### src/hdl/osc_ctl_pkg.sv
/*
 * Shared constants and types of the oscillator control block: register
 * offsets, field layout, unlock values, clock source codes and timing.
 * Assumes an 8-bit register port and a 25 MHz system clock.
 */
package osc_ctl_pkg;

    // Register port widths
    localparam int DATA_W = 8;
    localparam int ADDR_W = 8;

    // Register offsets on the register port
    localparam logic [7:0] ADDR_CTL = 8'h00; // Guarded oscillator control
    localparam logic [7:0] ADDR_IRQ_STAT = 8'h01; // Sticky events, write one to clear
    localparam logic [7:0] ADDR_IRQ_MASK = 8'h02; // Interrupt enables
    localparam logic [7:0] ADDR_OSC_STAT = 8'h03; // Live state, read only

    // Unlock pair, in the order it must arrive
    localparam logic [7:0] UNLOCK_1 = 8'he7;
    localparam logic [7:0] UNLOCK_2 = 8'h18;

    // Clock source codes
    localparam logic [2:0] SRC_RC = 3'h0;   // Internal RC oscillator
    localparam logic [2:0] SRC_XTAL = 3'h1; // External crystal
    localparam logic [2:0] SRC_EXT = 3'h2;  // External clock signal
    localparam logic [2:0] SRC_WDT = 3'h3;  // Watchdog timer oscillator

    // Oscillator control layout, bit 7 first
    typedef struct packed {
        logic rc_en;                      // Internal RC oscillator enable
        logic wdt_en;                     // Watchdog oscillator enable
        logic primary_fail_detect_enable; // Primary failure detection
        logic wdt_osc_fail_detect_enable; // Watchdog oscillator failure detection
        logic rsvd;                       // Reads back as written
        logic [2:0] clock_source_select;  // Selected system clock source
    } ctl_reg_t;

    // Reset: RC oscillator and watchdog oscillator running, detection off
    localparam logic [7:0] CTL_RST = 8'hc0;

    // Event bits of the status and mask registers
    localparam int EV_W = 3;
    localparam int EV_PFAIL = 0; // Primary oscillator failed
    localparam int EV_WFAIL = 1; // Watchdog oscillator failed
    localparam int EV_BADWR = 2; // Write to the guarded register refused
    localparam logic [2:0] EV_RST = 3'h0;

    // Live status bit positions
    localparam int ST_OPEN = 0;    // Unlocked, next write commits
    localparam int ST_ARMED = 1;   // First unlock value seen
    localparam int ST_PFAIL = 2;   // Primary failure level
    localparam int ST_RECOVER = 3; // Running on the watchdog oscillator
    localparam int ST_SEL_LO = 4;  // Effective source, bits 6:4

    // Unlock sequencer states, one-hot
    typedef enum logic [2:0] {
        SEQ_LOCKED = 3'b001,
        SEQ_ARMED = 3'b010,
        SEQ_OPEN = 3'b100
    } seq_state_t;

    // Failure threshold: no primary edge within one period at 1 kHz
    localparam int CLK_PERIOD_NS = 40;
    localparam int FAIL_PERIOD_NS = 1000000;
    localparam int FAIL_CYCLES = FAIL_PERIOD_NS / CLK_PERIOD_NS;

endpackage : osc_ctl_pkg

### src/hdl/osc_ctl.sv
/*
 * Oscillator control block: guarded oscillator control register with a
 * write-unlock pair, clock source selection, primary failure detection
 * with automatic fallback to the watchdog oscillator, and an interrupt.
 * Assumes an 8-bit register port on clk_sys, read data one cycle after
 * the read strobe, and asynchronous oscillator and watchdog-fail pins.
 */
//
// Behaviour
// - Next write lands, then register relocks
// - Writes without correct unlock are ignored
// - Keys in order, gaps between allowed
// - Other register accesses keep unlock progress
// - Detection may be re-enabled after source write
// - Internal RC oscillator enabled out of reset
// - Source switch never turns RC oscillator off; here a commit with rc_en (bit 7) clear turns it off
// - Primary failure raises non-maskable failure event
// - Primary failure switches clock to watchdog oscillator
// - No switchover while watchdog oscillator disabled
// - No switchover when watchdog oscillator selected
// - Recovery ignores watchdog reset function
// - Failure below about 1 kHz, plus minus 50%
`timescale 1ns/1ps
module osc_ctl
#(
    parameter int FAIL_CYCLES = osc_ctl_pkg::FAIL_CYCLES // Silence limit, shorten in sim
)
(
    input wire logic clk_sys,                  // System clock, 25 MHz
    input wire logic srst,                     // Synchronous reset, active high
    input wire logic ce,                       // Clock enable, freezes state when low
    input wire logic [7:0] reg_addr,           // Register address
    input wire logic [7:0] reg_wdata,          // Register write data
    input wire logic reg_wr,                   // Write strobe, one cycle
    input wire logic reg_rd,                   // Read strobe, one cycle
    output logic [7:0] reg_rdata,              // Read data, cycle after the strobe
    input wire logic primary_clk_in,           // Selected primary oscillator, async
    input wire logic wdt_osc_fail_in,          // Watchdog oscillator failed, async
    output logic irq,                          // Level interrupt
    output logic clk_fail_nmi,                 // Non-maskable failure pulse
    output logic [2:0] sys_clk_sel,            // Effective clock source
    output logic rc_osc_en,                    // Internal RC oscillator enable
    output logic wdt_osc_en,                   // Watchdog oscillator enable
    output logic clk_recovery_active           // Running on the fallback clock
);

    // Reset value of the control register, by field
    localparam osc_ctl_pkg::ctl_reg_t CTL_INIT = osc_ctl_pkg::ctl_reg_t'(osc_ctl_pkg::CTL_RST);
    osc_ctl_pkg::ctl_reg_t ctl_r; // Guarded control register
    osc_ctl_pkg::ctl_reg_t ctl_nxt; // Its next value
    logic [osc_ctl_pkg::EV_W-1:0] ev_stat_r;  // Sticky events
    logic [osc_ctl_pkg::EV_W-1:0] ev_stat_nxt; // Their next value
    logic [osc_ctl_pkg::EV_W-1:0] ev_mask_r;  // Interrupt mask
    logic [osc_ctl_pkg::EV_W-1:0] ev_now;     // Events of this cycle
    logic [osc_ctl_pkg::EV_W-1:0] ev_clr;     // Write-one-to-clear bits
    logic recovery_r;                         // Fallback clock in use
    logic recovery_nxt;                       // Its next value
    logic [7:0] rdata_r;                      // Read data register
    logic irq_r;                              // Interrupt register
    logic nmi_r;                              // Failure pulse register
    logic [2:0] sel_r;                        // Effective source register
    logic rc_en_r; // RC oscillator enable register
    logic wdt_en_r;                           // Watchdog oscillator enable register
    logic wsync1_r;                           // Watchdog fail, first stage
    logic wsync2_r;                           // Watchdog fail, second stage
    logic wfail_q_r;                          // Watchdog fail, previous level
    logic pfail;                              // Primary failure level
    logic pfail_q_r;                          // Previous failure level
    logic pfail_rise;                         // Failure just began
    logic ctl_wr;                             // Write aimed at the guarded register
    logic commit;                             // That write is accepted
    logic refused;                            // That write is refused
    logic armed;                              // First key seen
    logic open;                               // Pair seen

    assign ctl_wr = reg_wr && (reg_addr == osc_ctl_pkg::ADDR_CTL);

    // Only guarded writes reach the sequencer; software owns the key order
    osc_unlock_seq osc_unlock_seq_inst
    (
        .clk_sys(clk_sys),
        .srst(srst),
        .ce(ce),
        .ctl_wr(ctl_wr),
        .ctl_wdata(reg_wdata),
        .commit(commit),
        .refused(refused),
        .armed(armed),
        .open(open)
    );

    // Detector enable comes straight from the control register
    osc_fail_detect #(
        .FAIL_CYCLES(FAIL_CYCLES)
    ) osc_fail_detect_inst
    (
        .clk_sys(clk_sys),
        .srst(srst),
        .ce(ce),
        .osc_in(primary_clk_in),
        .enable(ctl_r.primary_fail_detect_enable),
        .fail(pfail)
    );

    assign pfail_rise = pfail && !pfail_q_r;

    // Watchdog fail pin synchroniser and history for edge detection
    always_ff @(posedge clk_sys)
    begin
        if (srst)
        begin
            wsync1_r <= 1'b0;
            wsync2_r <= 1'b0;
            wfail_q_r <= 1'b0;
            pfail_q_r <= 1'b0;
        end
        else if (ce)
        begin
            wsync1_r <= wdt_osc_fail_in;
            wsync2_r <= wsync1_r;
            wfail_q_r <= wsync2_r;
            pfail_q_r <= pfail;
        end
    end

    // Next control value; a whole-byte commit also rewrites detection bits
    always_comb
    begin
        ctl_nxt = ctl_r;
        if (commit)
            ctl_nxt = osc_ctl_pkg::ctl_reg_t'(reg_wdata);
    end

    // Fallback decision; the watchdog reset function plays no part
    always_comb
    begin
        recovery_nxt = recovery_r;
        if (commit)
            recovery_nxt = 1'b0; // A fresh source choice ends the fallback
        else if (pfail_rise && ctl_r.wdt_en
                 && (ctl_r.clock_source_select != osc_ctl_pkg::SRC_WDT))
            recovery_nxt = 1'b1;
    end

    // Guarded control register; untouched unless the sequencer commits
    always_ff @(posedge clk_sys)
    begin
        if (srst)
            ctl_r <= CTL_INIT;
        else if (ce)
            ctl_r <= ctl_nxt;
    end

    // Clock outputs track the register; each commit, source change included, loads the RC enable from rc_en
    always_ff @(posedge clk_sys)
    begin
        if (srst)
        begin
            recovery_r <= 1'b0;
            sel_r <= osc_ctl_pkg::SRC_RC;
            rc_en_r <= CTL_INIT.rc_en;
            wdt_en_r <= CTL_INIT.wdt_en;
        end
        else if (ce)
        begin
            recovery_r <= recovery_nxt;
            // Fallback overrides the selected source until software rewrites it
            sel_r <= recovery_nxt ? osc_ctl_pkg::SRC_WDT : ctl_nxt.clock_source_select;
            rc_en_r <= ctl_nxt.rc_en;
            wdt_en_r <= ctl_nxt.wdt_en;
        end
    end

    // Non-maskable pulse on each new failure, whether or not fallback is possible
    always_ff @(posedge clk_sys)
    begin
        if (srst)
            nmi_r <= 1'b0;
        else if (ce)
            nmi_r <= pfail_rise;
    end

    // Events of this cycle and software clears
    always_comb
    begin
        ev_now = '0;
        ev_now[osc_ctl_pkg::EV_PFAIL] = pfail_rise;
        ev_now[osc_ctl_pkg::EV_WFAIL] = wsync2_r && !wfail_q_r
                                        && ctl_r.wdt_osc_fail_detect_enable;
        ev_now[osc_ctl_pkg::EV_BADWR] = refused;
        ev_clr = '0;
        if (reg_wr && (reg_addr == osc_ctl_pkg::ADDR_IRQ_STAT))
            ev_clr = reg_wdata[osc_ctl_pkg::EV_W-1:0];
        // A new event beats a clear in the same cycle
        ev_stat_nxt = (ev_stat_r & ~ev_clr) | ev_now;
    end

    // Sticky status, mask and interrupt level
    always_ff @(posedge clk_sys)
    begin
        if (srst)
        begin
            ev_stat_r <= osc_ctl_pkg::EV_RST;
            ev_mask_r <= osc_ctl_pkg::EV_RST;
            irq_r <= 1'b0;
        end
        else if (ce)
        begin
            ev_stat_r <= ev_stat_nxt;
            if (reg_wr && (reg_addr == osc_ctl_pkg::ADDR_IRQ_MASK))
                ev_mask_r <= reg_wdata[osc_ctl_pkg::EV_W-1:0];
            irq_r <= |(ev_stat_nxt & ev_mask_r);
        end
    end

    // Read port; data stands only in the cycle after the strobe
    always_ff @(posedge clk_sys)
    begin
        if (srst)
            rdata_r <= 8'h00;
        else if (ce)
        begin
            rdata_r <= 8'h00;
            if (reg_rd)
            begin
                case (reg_addr)
                    osc_ctl_pkg::ADDR_CTL:
                        rdata_r <= ctl_r;
                    osc_ctl_pkg::ADDR_IRQ_STAT:
                        rdata_r <= {5'h00, ev_stat_r};
                    osc_ctl_pkg::ADDR_IRQ_MASK:
                        rdata_r <= {5'h00, ev_mask_r};
                    osc_ctl_pkg::ADDR_OSC_STAT:
                    begin
                        rdata_r[osc_ctl_pkg::ST_OPEN] <= open;
                        rdata_r[osc_ctl_pkg::ST_ARMED] <= armed;
                        rdata_r[osc_ctl_pkg::ST_PFAIL] <= pfail;
                        rdata_r[osc_ctl_pkg::ST_RECOVER] <= recovery_r;
                        rdata_r[osc_ctl_pkg::ST_SEL_LO +: 3] <= sel_r;
                    end
                    default:
                        rdata_r <= 8'h00; // Unmapped reads return zero
                endcase
            end
        end
    end

    assign reg_rdata = rdata_r;
    assign irq = irq_r;
    assign clk_fail_nmi = nmi_r;
    assign sys_clk_sel = sel_r;
    assign rc_osc_en = rc_en_r;
    assign wdt_osc_en = wdt_en_r;
    assign clk_recovery_active = recovery_r;

    // Checks of the guarded register and the failure path
    a_commit_lands: assert property (@(posedge clk_sys) disable iff (srst)
        ce && commit |=> ctl_r == $past(reg_wdata) && !open && !armed)
        else $error("committed write did not land or lock stayed open");

    a_locked_ignores: assert property (@(posedge clk_sys) disable iff (srst)
        ce && ctl_wr && !open |=> ctl_r == $past(ctl_r))
        else $error("guarded register changed without unlock");

    // Any other access while armed, reads of the guarded register included
    a_unlock_holds: assert property (@(posedge clk_sys) disable iff (srst)
        ce && armed && !ctl_wr && (reg_rd || reg_wr) |=> armed)
        else $error("unlock progress lost on unrelated access");

    a_key_order: assert property (@(posedge clk_sys) disable iff (srst)
        ce && ctl_wr && armed && reg_wdata == osc_ctl_pkg::UNLOCK_2 |=> open)
        else $error("second key after first key did not unlock");

    a_bad_key_resets: assert property (@(posedge clk_sys) disable iff (srst)
        ce && ctl_wr && armed && reg_wdata != osc_ctl_pkg::UNLOCK_2 |=> !armed && !open)
        else $error("wrong key did not restart the sequence");

    a_rc_after_reset: assert property (@(posedge clk_sys) disable iff (srst)
        $past(srst) |-> rc_osc_en && ctl_r.rc_en)
        else $error("RC oscillator disabled after reset");

    a_rc_stays: assert property (@(posedge clk_sys) disable iff (srst)
        !commit |=> $stable(rc_en_r))
        else $error("RC oscillator enable changed without a write");

    a_nmi_follows: assert property (@(posedge clk_sys) disable iff (srst)
        ce && pfail_rise |=> clk_fail_nmi ##1 !clk_fail_nmi || !ce)
        else $error("failure pulse missing or too long");

    a_switch_wdt: assert property (@(posedge clk_sys) disable iff (srst)
        ce && pfail_rise && !commit && ctl_r.wdt_en
        && ctl_r.clock_source_select != osc_ctl_pkg::SRC_WDT
        |=> sys_clk_sel == osc_ctl_pkg::SRC_WDT && clk_recovery_active)
        else $error("no switch to the watchdog oscillator on failure");

    a_no_switch_off: assert property (@(posedge clk_sys) disable iff (srst)
        ce && !recovery_r && !ctl_r.wdt_en |=> !clk_recovery_active)
        else $error("fallback taken with watchdog oscillator disabled");

    a_no_switch_sel: assert property (@(posedge clk_sys) disable iff (srst)
        ce && !recovery_r && ctl_r.clock_source_select == osc_ctl_pkg::SRC_WDT
        |=> !clk_recovery_active)
        else $error("fallback offered with watchdog as source");

    c_commit: cover property (@(posedge clk_sys) disable iff (srst) ce && commit);
    c_recover: cover property (@(posedge clk_sys) disable iff (srst) $rose(recovery_r));
    c_nmi: cover property (@(posedge clk_sys) disable iff (srst) clk_fail_nmi);
    c_irq: cover property (@(posedge clk_sys) disable iff (srst) $rose(irq));

endmodule : osc_ctl

### src/hdl/osc_unlock_seq.sv
/*
 * Write-unlock sequencer for the guarded oscillator control register.
 * Assumes it only sees writes aimed at that register, in the system clock
 * domain, so other register traffic never reaches it.
 */
`timescale 1ns/1ps
module osc_unlock_seq
(
    input wire logic clk_sys,          // System clock
    input wire logic srst,             // Synchronous reset, active high
    input wire logic ce,               // Clock enable, freezes state when low
    input wire logic ctl_wr,           // Write strobe to the guarded register
    input wire logic [7:0] ctl_wdata,  // Data of that write
    output logic commit,               // This write lands in the register
    output logic refused,              // This write is neither key nor commit
    output logic armed,                // First unlock value seen
    output logic open                  // Pair seen, next write commits
);

    osc_ctl_pkg::seq_state_t state_r;  // Sequencer state
    osc_ctl_pkg::seq_state_t state_nxt; // Next state

    // Next state and decoded strobes
    always_comb
    begin
        state_nxt = state_r;
        commit = 1'b0;
        refused = 1'b0;
        if (ctl_wr)
        begin
            case (state_r)
                osc_ctl_pkg::SEQ_LOCKED:
                begin
                    // Only the first key advances; anything else is dropped
                    if (ctl_wdata == osc_ctl_pkg::UNLOCK_1)
                        state_nxt = osc_ctl_pkg::SEQ_ARMED;
                    else
                        refused = 1'b1;
                end
                osc_ctl_pkg::SEQ_ARMED:
                begin
                    // Second key must follow the first, gaps allowed
                    if (ctl_wdata == osc_ctl_pkg::UNLOCK_2)
                        state_nxt = osc_ctl_pkg::SEQ_OPEN;
                    else
                    begin
                        // A wrong value throws away the progress
                        state_nxt = osc_ctl_pkg::SEQ_LOCKED;
                        refused = 1'b1;
                    end
                end
                osc_ctl_pkg::SEQ_OPEN:
                begin
                    // One write goes through, then the lock closes again
                    commit = 1'b1;
                    state_nxt = osc_ctl_pkg::SEQ_LOCKED;
                end
                default:
                    state_nxt = osc_ctl_pkg::SEQ_LOCKED;
            endcase
        end
    end

    // State register; only guarded writes move it, so other traffic is harmless
    always_ff @(posedge clk_sys)
    begin
        if (srst)
            state_r <= osc_ctl_pkg::SEQ_LOCKED;
        else if (ce)
            state_r <= state_nxt;
    end

    assign armed = (state_r == osc_ctl_pkg::SEQ_ARMED);
    assign open = (state_r == osc_ctl_pkg::SEQ_OPEN);

endmodule : osc_unlock_seq

### src/hdl/osc_fail_detect.sv
/*
 * Primary oscillator failure detector: counts system clock cycles between
 * edges of the selected oscillator and flags a failure when none come.
 * Assumes osc_in is asynchronous to clk_sys and much slower than it.
 */
`timescale 1ns/1ps
module osc_fail_detect
#(
    parameter int FAIL_CYCLES = osc_ctl_pkg::FAIL_CYCLES // Silence limit in cycles
)
(
    input wire logic clk_sys, // System clock
    input wire logic srst,    // Synchronous reset, active high
    input wire logic ce,      // Clock enable, freezes state when low
    input wire logic osc_in,  // Oscillator being watched, asynchronous
    input wire logic enable,  // Detection enable
    output logic fail         // Level, high while the oscillator is silent
);

    localparam int CNT_W = $clog2(FAIL_CYCLES + 1);
    localparam logic [CNT_W-1:0] CNT_LAST = CNT_W'(FAIL_CYCLES - 1);

    logic sync1_r;             // First synchroniser stage
    logic sync2_r;             // Second synchroniser stage
    logic prev_r;              // Previous synchronised level
    logic [CNT_W-1:0] cnt_r;   // Cycles since the last edge
    logic fail_r;              // Failure flag
    logic edge_seen;           // Any edge of the watched oscillator

    // Two-stage synchroniser, then a history flop for edge detection
    always_ff @(posedge clk_sys)
    begin
        if (srst)
        begin
            sync1_r <= 1'b0;
            sync2_r <= 1'b0;
            prev_r <= 1'b0;
        end
        else if (ce)
        begin
            sync1_r <= osc_in;
            sync2_r <= sync1_r;
            prev_r <= sync2_r;
        end
    end

    assign edge_seen = sync2_r ^ prev_r;

    // Silence counter; saturates so a dead clock keeps the flag up
    always_ff @(posedge clk_sys)
    begin
        if (srst)
            cnt_r <= '0;
        else if (ce)
        begin
            if (!enable || edge_seen)
                cnt_r <= '0;
            else if (cnt_r != CNT_LAST)
                cnt_r <= cnt_r + 1'b1;
        end
    end

    // Flag when a full threshold period passed with no edge
    always_ff @(posedge clk_sys)
    begin
        if (srst)
            fail_r <= 1'b0;
        else if (ce)
            fail_r <= enable && !edge_seen && (cnt_r == CNT_LAST);
    end

    assign fail = fail_r;

    // An edge always clears the flag on the next cycle
    a_edge_clears_fail: assert property (@(posedge clk_sys) disable iff (srst)
        ce && edge_seen |=> !fail_r)
        else $error("failure flag set despite an oscillator edge");

endmodule : osc_fail_detect

### config.mk
export PLATFORM = sky130hd
export DESIGN_NAME = osc_ctl
export DESIGN_NICKNAME = d
export VERILOG_FILES = /design/src/hdl/osc_ctl_pkg.sv /design/src/hdl/osc_ctl.sv /design/src/hdl/osc_unlock_seq.sv /design/src/hdl/osc_fail_detect.sv
export SDC_FILE = /design/constraint.sdc
export NUM_CORES = 1
export LEC_CHECK = 0
export BUFFER_PORTS_ARGS = -buffer_cell sky130_fd_sc_hd__buf_2
export CORE_MARGIN = 2
export CORE_UTILIZATION = 55
export CTS_CLUSTER_SIZE = 12
export DETAILED_ROUTE_END_ITERATION = 7
export PLACE_DENSITY = 0.84
export SETUP_SLACK_MARGIN = 0.02
export SYNTH_ARGS = -nofsm -noshare
export SYNTH_HDL_FRONTEND = slang
export SYNTH_SLANG_ARGS = --single-unit
### constraint.sdc
create_clock -name clk_sys -period 4.1 [get_ports clk_sys]
set_input_delay 0.41 -clock clk_sys [delete_from_list [all_inputs] [get_ports clk_sys]]
set_output_delay 0.41 -clock clk_sys [all_outputs]
set_load 0.05 [all_outputs]
# After elaboration in Yosys (flattened, before gate mapping)

Index checks and enable logic that the tools add are counted.

Register bits after elaboration: 54
Bits in latches: 0
Bits in writable memories: 0
Memory bits (read-only): 0
Bits of input ports: 23
Output and inout port bits: 16
Word-level logic and storage cells: 82
Memories: 0

$add $sub $neg: 1
Multiply operators: 0
Div/mod/pow operators: 0
Order comparisons: 0
Equality and inequality tests: 12
Shifts and indexed selects: 0
Mux-type cells: 19
Bitwise operators: 5
Reductions and logical operators: 22

Operators with widths:

| operator                | number |
|---|---|
| $mux W15                | 2 |
| $pmux W7 S4             | 1 |
| $eq A8 B2 Y1 const B    | 2 |
| $mux W8                 | 2 |
| $add A15 B1 Y15 const B | 1 |
| $eq A15 B15 Y1 const B  | 1 |
| $ne A15 B15 Y1 const B  | 1 |
| $mux W3                 | 4 |
| $logic_and A1 B1 Y1     | 10 |
| $eq A8 B1 Y1 const B    | 1 |
| $eq A8 B5 Y1 const B    | 1 |
| $eq A8 B8 Y1 const B    | 1 |
| $logic_not A8 Y1        | 1 |
| $mux W1                 | 8 |
| $and A3 B3 Y3           | 2 |
| $pmux W3 S2             | 1 |
| $reduce_and A2 Y1       | 3 |
| $logic_not A1 Y1        | 4 |
| $eq A3 B1 Y1 const B    | 1 |
| $eq A3 B2 Y1 const B    | 1 |
| $eq A3 B3 Y1 const B    | 1 |
| $ne A3 B2 Y1 const B    | 1 |
| $not A3 Y3              | 1 |
| $or A3 B3 Y3            | 1 |
| 7 further kinds         | 7 |

# Longest topological paths before layout

Gate-level depths: netlist of the first run.

Depth in word-level cells: 8
Mapped depth: 6
Gate-level depth less buffers: 5

# Hierarchy

From an unflattened synthesis of the first run, not the netlist that was laid out.

Cells, all modules: 323
Area total of the unflattened synthesis: 2820.2 um^2

Modules (own cells, without submodules):

| module          | times used | cells each | area each (um^2) | sequential area each (um^2) |
|---|---|---|---|---|
| osc_ctl         | 1          | 161        | 1467.7           | 640.6 |
| osc_fail_detect | 1          | 135        | 1124.8           | 380.4 |
| osc_unlock_seq  | 1          | 27         | 227.7            | 60.1 |

# Worst setup path before layout of the first run

Ideal clock, no wire load.

Path type: flip-flop to flip-flop
Start point: reg osc_fail_detect_inst.cnt_r[0]
End point: reg osc_fail_detect_inst.cnt_r[1]
Setup time: 0.088 ns
Data arrival time: 1.647 ns
Data required time: 4.012 ns
Path slack: 2.365 ns
Cell stages (with the launch flop): 6
Path buffers: 0
Period minus slack after synthesis: 1.735 ns
Path through: dfxtp_1 ha_1 or4bb_1 nor4_4 a21boi_1 o32ai_2

Word-level cells in the longest chain between the ends: 3
Elaborated cells between the ends (all ways): 6
Classes of those cells: add/sub (1); eq/ne (1); mux (2); reduce/logical (2)

RTL lines:

| element                                           | RTL line                                     | source |
|---|---|---|
| start, declared                                   | osc_fail_detect.sv:26                        | `logic [CNT_W-1:0] cnt_r;` |
| start signal, assigned                            | osc_fail_detect.sv:59                        | `cnt_r <= cnt_r + 1'b1;` |
| $add A15 B1 Y15 or $ne A15 B15 Y1 (tied branches) | osc_fail_detect.sv:59, osc_fail_detect.sv:58 |  |
| $mux W15 or $reduce_bool A2 Y1 (tied branches)    | n/a                                          |  |
| $mux W15 or $reduce_and A2 Y1 (tied branches)     | n/a                                          |  |

Several ways; a longest one is shown, not always the timed one. The select of a mux whose other input is x is not followed.
A chain may end at the register's enable or synchronous reset.

# Worst setup path after layout of the first run

Same ends and word-level chain as after synthesis.

==> run summary, run 1 <==
Nature of the critical path endpoint: flip-flop
Total of max-cap violations: 0
Cts repair resizes: 0
Peak VDD IR: 0.218 mV
DP HPWL: 4310 um
Synthesized instance count: 307
DIE WIDTH: 74.3 um
DRC Markers: 0
CP Max Fanout: 6
Die H: 74.3 um
R2R depth: 5
Pin count of the biggest net entering global routing: 50
Leakage power: 0.00114 uW
RSZ-0062 raised after global routing: false
CP arrival: 2.19 ns
Gr usage total: 23.4%
Vias in the first global route: 2096
Hold Startpoint: primary_clk_in
Worst-Skew Late Latency: 0.31 ns
RR Endpoint: osc_fail_detect_inst.cnt_r[1]
Seq/Total Area, Yosys: 39.8%
Hold_buf cts: 0
Syn nets: 331
R2R Path Start: osc_fail_detect_inst.cnt_r[0]
Starting Density: 57.2%
Worst Hold End: osc_fail_detect_inst.sync1_r
TNS Setup: 0 ns
Hold Crit Class: in -> reg
Core area: 4750 sq um
Final Cycle Share: 48.0%
Critical path type: reg -> reg
Endpoints failing setup: 0
CTS tree: built
Post-synth EDFFs: 0
Synth Register Bits: 54
Count of cell types in the netlist: 56
Mean Syn Cell Area: 8.85 sq um
Routed Antenna Nets: 0
Vias: 2364
R2R setup slack: 2.13 ns
Post-route minimum period: 1.97 ns
Worst path required time: 4.32 ns
Slew Viols, Final: 0
Antenna violations before repair: 0
WHS Path Cells: 3
Fill count: 419
Num CTS Buffers: 5
Startpoint Class: flip-flop
Std cell rows: 25
Vias/cell: 5.87
Peak Freq: 509 MHz
Clock root buffer: clkbuf_8
Routed Wire Length: 6070 um
Asr flop ratio synth: 0%
Clock-pin slew of the registers on the worst-case setup and hold paths: 0.09 ns
Final Wtd Congestion: 0.891
Most used flip-flop cell after synthesis: dfxtp_1
Layout cell share with drive strength beyond 1: 18.5%
Outcome: finished clean
# diodes: 0
Worst Tran Pin Value: 0.821 ns
Initial DRC Count: 131
Nets@finish: 359
Power density over cell area: 299 nW/um^2
Synth warn: 0
Netlist Area Pre-Place: 2720 sq um
Boundary Pins: 39
Gr ovfl total: 0
Final Hold Slack: 0.341 ns
Skew final: 0.0103 ns
Drt first pass iters: 4
Clock buffer depth: 2
Global-route wire length before repair: 10000 um
Htree depth: 2
Synth-to-Final Area Change: 11.2%
Clock sinks: 54
Buffers on Ports: 38
Per-cell routed wire length: 15.1 um
Setup bufs post-CTS: 0
Die Area: 5520 sq um
Slew HR: 45.3%
Hold Vio Cnt, Final: 0
synthesized netlist by cell type (all sizes together) (2+ instances only):
library cell,count,area [sq um]
a211oi,2,15.0
nor4bb,3,30.0
nor2,30,113
nand2b,15,93.8
clkbuf,12,45.0
and3b,2,17.5
xnor2,11,96.3
or3b,2,17.5
o21ai,13,65.1
and3,5,31.3
nor3b,3,27.5
nand4,12,81.3
mux4,3,67.6
a21oi,23,115
inv,4,15.0
nand3,19,95.1
buf,7,33.8
mux2i,14,140
nor4,6,52.6
nor3,5,25.0
and2,5,31.3
nand3b,5,37.5
a22o,4,35.0
nand2,14,52.6
dfxtp,54,1080
and4,2,17.5
a211o,5,43.8
nor2b,3,18.8
critical path, cell delays in order, from the launching register on:
cell and delay [ns]:
dfxtp_1 0.43, ha_1 0.30, or4bb_1 0.55, nor4_4 0.26, a21boi_1 0.15, o32ai_2 0.20
kinds of logic (layout without fill, tap and decap cells):
logic type      count (synthesis)  after routing  synth area share [%]
buf+inv                        23             52                  3.45
xor+xnor                       12             12                  3.87
compound gates                 63             63                  15.2
simple gates                  137            137                  29.6
flops                          54             54                  39.8
mux                            17             17                  7.64
fa+ha+maj                       1              1                 0.460
through the flow:
step / area (sq um) / power (uW) / worst slack [ns] / util, % / cells
floorplan: 2720 / 584 / 2.36 / - / 307
global placement: 2930 / 605 / 2.10 / 61.6 / 395
detailed placement: 2930 / 607 / 2.01 / 61.6 / 395
CTS: 3020 / 908 / 2.14 / 63.6 / 403
global route: 3020 / 933 / 2.01 / 63.6 / 403
finish: 3020 / 902 / 2.13 / 63.6 / 403
layout by cell type, fill, tap and decap left out, types with 3 or more instances in the layout:
cell type / Yosys / layout
a21oi_1: 23 / 23
nor3_1: 5 / 5
nor4bb_1: 3 / 3
inv_1: 4 / 4
o21ai_0: 13 / 13
clkbuf_8: 0 / 6
nand3_1: 19 / 19
dfxtp_1: 54 / 54
xnor2_1: 11 / 11
mux2i_1: 14 / 14
nand2_1: 14 / 14
nand4_1: 11 / 11
and2_1: 5 / 5
nand3b_1: 5 / 5
nor4_1: 5 / 5
nor2_1: 30 / 30
mux4_2: 3 / 3
and3_1: 5 / 5
nand2b_1: 15 / 15
a211o_1: 5 / 5
buf_2: 6 / 38
a22o_1: 4 / 4
nor2b_1: 3 / 3
metal layers:
metal	share of wire [%]	global-route usage, %	up-vias
li1	-	-	1175
met3	7.1	5.15	15
met5	0	0	-
met4	2.1	8.53	0
met2	46	36.9	81
met1	45	31.8	1093
flip-flops by register name, indices dropped and copies added (netlist names), 3 cells and up:
register / flops
sys_clk_sel: 3
ev_mask_r: 3
osc_unlock_seq_inst.state_r: 3
reg_rdata: 8
osc_fail_detect_inst.cnt_r: 15
ctl_r: 6
ev_stat_r: 3
power by group:
group          switching [uW]  leakage [uW]  internal, uW
Combinational            40.8      0.000655          25.0
Sequential               1.95      0.000436           527
Clock                     171     0.0000472           136
area by class of cell:
class	count	area [sq um]	share of cell area [%]
inverters	4	15.0	0.497
flip-flops and latches	54	1080	35.8
repair buffers	40	205	6.79
clock buffers	6	82.6	2.73
well taps	67	83.8	2.77
clock inverters	2	12.5	0.414
multi-input cells	230	1540	51.0
worst max path at each step:
stage | end | depth (start not counted) | slack (ns) | startpoint
after floorplan | osc_fail_detect_inst.cnt_r[1] | 5 | 2.36 | osc_fail_detect_inst.cnt_r[0]
after global placement | wdt_osc_en | 5 | 2.10 | reg_addr[1]
after detailed placement | rc_osc_en | 5 | 2.01 | reg_addr[1]
after CTS | osc_fail_detect_inst.cnt_r[1] | 5 | 2.14 | osc_fail_detect_inst.cnt_r[0]
after global routing | osc_fail_detect_inst.cnt_r[1] | 5 | 2.01 | osc_fail_detect_inst.cnt_r[0]
final | osc_fail_detect_inst.cnt_r[1] | 5 | 2.13 | osc_fail_detect_inst.cnt_r[0]
Power figures use the tool's default switching activity.
==> run 2, diff against run 1 <==
Clock period 4.1 ns to 1.9 ns, I/O delays scaled along.
==> run summary, run 2 (synthesis results as in run 1) <==
Outcome: finished clean
Final Cycle Share: 92.3%
Starting Density: 57.2%
Endpoints failing setup: 0
Vias: 2402
Commonest non-fill, non-tap cell in the layout: dfxtp_1
Peak Freq: 570 MHz
Register area: 1090 sq um
Max reg flops: 15
Peak VDD IR: 0.328 mV
DIE WIDTH: 74.3 um
Routed Wire Length: 6120 um
CP Max Fanout: 5
Worst path required time: 2.08 ns
# diodes: 0
Per-cell routed wire length: 14.9 um
Drt first pass iters: 4
Slew Viols, Final: 0
Htree depth: 2
Clock-pin slew of the registers on the worst-case setup and hold paths: 0.09 ns
Top sig layer: met4
Routed Antenna Nets: 0
Placed insts: 403
Hold Crit Class: in -> reg
Gr usage total: 23.5%
Hold Startpoint: wdt_osc_fail_in
Critical path type: reg -> reg
CP arrival: 1.94 ns
Global-route wire length before repair: 10300 um
TNS Setup: 0 ns
Startpoint Class: flip-flop
RSZ-0062 raised after global routing: false
Vias/cell: 5.83
WHS Path Cells: 3
Synth-to-Final Area Change: 15.1%
R2R setup slack: 0.15 ns
Gr ovfl total: 0
Most frequent cells in the layout: dfxtp_1, buf_2, nor2_1, a21oi_1, nand3_1
Power density over cell area: 650 nW/um^2
Slew HR: 63.5%
Nets@finish: 368
Metal3 WL: 411 um
Initial DRC Count: 219
Std cell rows: 25
Nature of the critical path endpoint: flip-flop
Post-route minimum period: 1.75 ns
Clock root buffer: clkbuf_8
Core area: 4750 sq um
DP HPWL: 4270 um
Met2 routed WL: 2850 um
Final WS setup: 0.147 ns
Place WS: 0.0906 ns
Multi-input gate area: 1560 sq um
Boundary Pins: 39
Worst Tran Pin Value: 0.534 ns
Post-Layout Cell Count: 412
R2R depth: 4
Num CTS Buffers: 5
R2R Path Start: osc_fail_detect_inst.cnt_r[5]
CTS tree: built
Leakage power: 0.00119 uW
Worst-Skew Late Latency: 0.30 ns
Final Hold Slack: 0.119 ns
Fill count: 382
Hold Vio Cnt, Final: 0
Register with the most flip-flops: osc_fail_detect_inst.cnt_r
Final Wtd Congestion: 0.823
Worst Hold End: wsync1_r
Die H: 74.3 um
Clock sinks: 54
Clock buffer depth: 2
Pin count of the biggest net entering global routing: 45
RR Endpoint: osc_fail_detect_inst.cnt_r[1]
Buffers on Ports: 38
Skew final: 0.00651 ns
Vias in the first global route: 2336
M1 WL: 2760 um
Total of max-cap violations: 0
Die Area: 5520 sq um
DRC Markers: 0
Layout cell share with drive strength beyond 1: 21.4%
Antenna violations before repair: 0
-- run 2: changes by cell type in the layout (fill, tap and decap cells not counted), sizes merged --
cell	delta
clkbuf	+1
clkinvlp	-1
bufinv	+1
clkinv	-1
buf	+9
-- run 2: timing repair --
item | in CTS | in global routing
resized for setup | 0 | 8
setup endpoints to repair | 0 | 6
hold buffers | 0 | 0
endpoints found under the hold margin | 0 | 0
setup buffers | 0 | 1
-- run 2: worst max path at each step --
stage	start	end	slack [ns]	cells after the start
final	osc_fail_detect_inst.cnt_r[5]	osc_fail_detect_inst.cnt_r[1]	0.15	4
after global routing	osc_fail_detect_inst.cnt_r[5]	osc_fail_detect_inst.cnt_r[1]	0.05	4
after CTS	osc_fail_detect_inst.cnt_r[0]	osc_fail_detect_inst.cnt_r[1]	0.06	5
after detailed placement	osc_fail_detect_inst.cnt_r[0]	osc_fail_detect_inst.cnt_r[1]	0.09	5
after global placement	osc_fail_detect_inst.cnt_r[0]	osc_fail_detect_inst.cnt_r[1]	0.15	5
after floorplan	osc_fail_detect_inst.cnt_r[0]	osc_fail_detect_inst.cnt_r[1]	0.16	5
-- run 2: through the flow --
stage          instance area (sq um)  power [uW]  util [%]
4_1_cts                         3090        2050      65.1
2_1_floorplan                   2720        1260         -
5_1_grt                         3130        2110      65.8
3_3_place_gp                    2990        1310      62.8
3_5_place_dp                    2990        1320      62.8
6_report                        3130        2030      65.8
-- run 2: report_power, final --
part           internal, uW  switching, uW  leakage [uW]
registers              1130           4.53      0.000437
clock network           395            353     0.0000524
logic                  59.1           88.8      0.000701
-- run 2: layer usage --
layer / GRT usage (%) / up-vias
met2: 37.6 / 99
met3: 5.15 / 9
met4: 9.33 / 0
li1: - / 1193
met5: 0 / -
met1: 31.1 / 1101
-- run 2: cell type report --
class                      instances  area share, %
clock buffer                       7           2.44
clock inverter                     1          0.960
inverter                           4          0.480
multi-input combinational        230           49.9
sequential                        54           34.8
tap                               67           2.68
timing repair buffer              49           8.72
-- run 2: worst max-delay path, stage by stage (launching register included) --
cell and delay (ns):
dfxtp_1 0.43, or4bb_4 0.57, nor4_4 0.35, nand3b_1 0.20, o32ai_2 0.09
==> run 3, diff against run 2 <==
Settings changed: SYNTH_HIERARCHICAL set to 1.
==> run summary, run 3 <==
RSZ-0062 raised after global routing: true
Buffers on Ports: 38
CP Max Fanout: 6
Boundary Pins: 39
Netlist Area Pre-Place: 2820 sq um
Gr usage total: 26.7%
R2R Path Start: osc_fail_detect_inst/cnt_r[10]
Layout cell share with drive strength beyond 1: 26.0%
R2R depth: 4
Antenna violations before repair: 0
Slew HR: 50.9%
Clock-pin slew of the registers on the worst-case setup and hold paths: 0.09 ns
Count of cell types in the netlist: 64
Vias/cell: 6.35
Seq/Total Area, Yosys: 38.3%
Worst Tran Pin Value: 0.731 ns
Max reg flops: 15
Slew Viols, Final: 0
CP arrival: 2.13 ns
Clock root buffer: clkbuf_8
Starting Density: 55.9%
Gr ovfl total: 0
Endpoints failing setup: 0
Hold_buf cts: 0
Initial DRC Count: 312
Nature of the critical path endpoint: flip-flop
Synth top cells by count: dfxtp_1, nand2_1, nor2_1
Routed Wire Length: 7610 um
Area leader, netlist: dfxtp_1
Pin count of the biggest net entering global routing: 49
Post-route minimum period: 1.89 ns
Hold Startpoint: wdt_osc_fail_in
Hold Vio Cnt, Final: 0
R2R setup slack: 0.006 ns
Core area: 5040 sq um
Routed Antenna Nets: 0
Final Util: 67.6%
Clock buffer depth: 2
Die Area: 5720 sq um
Synth warn: 6
Outcome: finished clean
Std cell rows: 26
Synthesized instance count: 323
DP HPWL: 5460 um
Final WS setup: 0.00570 ns
Syn nets: 348
Global-route wire length before repair: 11700 um
Vias in the first global route: 2512
Drt first pass iters: 5
Nets@finish: 409
Worst path required time: 2.14 ns
Skew final: 0.00693 ns
Hold Crit Class: in -> reg
Largest cells by area after synthesis: dfxtp_1, mux2i_1, nand2_1
Total chip power: 2000 uW
TNS Setup: 0 ns
Final Cycle Share: 99.7%
Power density over cell area: 586 nW/um^2
Worst Hold End: wsync1_r
Register with the most flip-flops: osc_fail_detect_inst/cnt_r
Asr flop ratio synth: 0%
Startpoint Class: flip-flop
Mean Syn Cell Area: 8.73 sq um
Synth-to-Final Area Change: 20.9%
Die H: 75.6 um
Final Wtd Congestion: 0.962
Place WS: -0.0579 ns
Commonest non-fill, non-tap cell in the layout: dfxtp_1
WHS Path Cells: 3
Post-Layout Cell Count: 455
Most frequent cells in the layout: dfxtp_1, buf_2, nand2_1, buf_4, nor2_1
Num CTS Buffers: 5
Critical path type: reg -> reg
Per-cell routed wire length: 16.7 um
Leakage power: 0.00126 uW
CTS tree: built
Fill count: 398
RR Endpoint: osc_fail_detect_inst/cnt_r[3]
Peak Freq: 528 MHz
Vias: 2889
DRC Markers: 0
Most used flip-flop cell after synthesis: dfxtp_1
Post-synth top area share: 38.3%
Htree depth: 2
Placed insts: 444
Total of max-cap violations: 0
Synth Register Bits: 54
DIE WIDTH: 75.6 um
Post-synth EDFFs: 0
# diodes: 0
Top-count cell post-synth: dfxtp_1
Worst-Skew Late Latency: 0.31 ns
Peak VDD IR: 0.507 mV
Clock sinks: 54
==> run 3: changes by cell type after synthesis, sizes merged, moves of 6 or more <==
| cell | delta |
|---|---|
| a21oi | -6 |
| clkbuf | -7 |
| inv | +11 |
| nand2 | +19 |
| nand2b | -9 |
| nand4b | +6 |
| or4 | +8 |
| xnor2 | -10 |
==> run 3: worst max path at each step <==
stage / startpoint / end / depth (start not counted)
floorplan: osc_fail_detect_inst/cnt_r[10] / osc_fail_detect_inst/cnt_r[9] / 5
global placement: osc_fail_detect_inst/cnt_r[10] / osc_fail_detect_inst/cnt_r[9] / 4
detailed placement: osc_fail_detect_inst/cnt_r[10] / osc_fail_detect_inst/cnt_r[9] / 4
CTS: osc_fail_detect_inst/cnt_r[10] / osc_fail_detect_inst/cnt_r[3] / 4
global route: osc_fail_detect_inst/cnt_r[10] / osc_fail_detect_inst/cnt_r[9] / 4
finish: osc_fail_detect_inst/cnt_r[10] / osc_fail_detect_inst/cnt_r[3] / 4
==> run 3: report_power, final <==
| part | internal, uW | leakage [uW] | switching (uW) | total (uW) |
|---|---|---|---|---|
| Sequential | 1140 | 0.000440 | 14.0 | 1160 |
| Clock | 260 | 0.0000441 | 384 | 644 |
| Combinational | 73.2 | 0.000774 | 123 | 196 |
| Total | 1480 | 0.00126 | 521 | 2000 |
==> run 3: final cells by class <==
class | count | area (sq um) | area share [%]
inverter | 16 | 60.1 | 1.76
sequential | 54 | 1090 | 32.0
clock buffer | 5 | 68.8 | 2.02
multi-input combinational | 241 | 1670 | 48.9
timing repair buffer | 66 | 413 | 12.1
tap | 70 | 87.6 | 2.57
clock inverter | 3 | 21.3 | 0.624
==> run 3: critical path: stages (launching register included) <==
cell and delay [ns]:
dfxtp_4 0.37, or4_4 0.55, or4_4 0.56, a21o_1 0.22
a31oi_1 0.13
==> run 3: kinds of logic after synthesis <==
kind of cell             count (synthesis)  share of synthesized area [%]
AND/OR/NAND/NOR                        144                           30.5
multiplexers                            16                           7.01
AO/OA/AOI/OAI                           75                           18.0
flip-flops                              54                           38.3
buffers and inverters                   30                           4.66
XOR/XNOR                                 2                          0.621
adder cells (fa/ha/maj)                  2                          0.887
==> run 3: timing repair <==
action / CTS / global route
gates cloned: 0 / 2
endpoints found under the setup margin: 8 / 10
setup buffers: 0 / 1
pin swaps: 1 / 6
resized for setup: 2 / 11
==> run 3: per-stage QoR <==
step	hold WS [ns]	area (sq um)
floorplan	0.259	2830
global placement	0.426	3250
detailed placement	0.437	3250
CTS	0.106	3340
global route	0.107	3410
finish	0.111	3410
==> run 3: routing by layer <==
layer / wire [um] / GRT usage [%] / vias to the layer above
li1: - / - / 1340
met1: 3260 / 35.8 / 1337
met2: 3470 / 41.9 / 181
met3: 688 / 5.82 / 31
met4: 188 / 10.5 / 0
met5: 0 / 0 / -
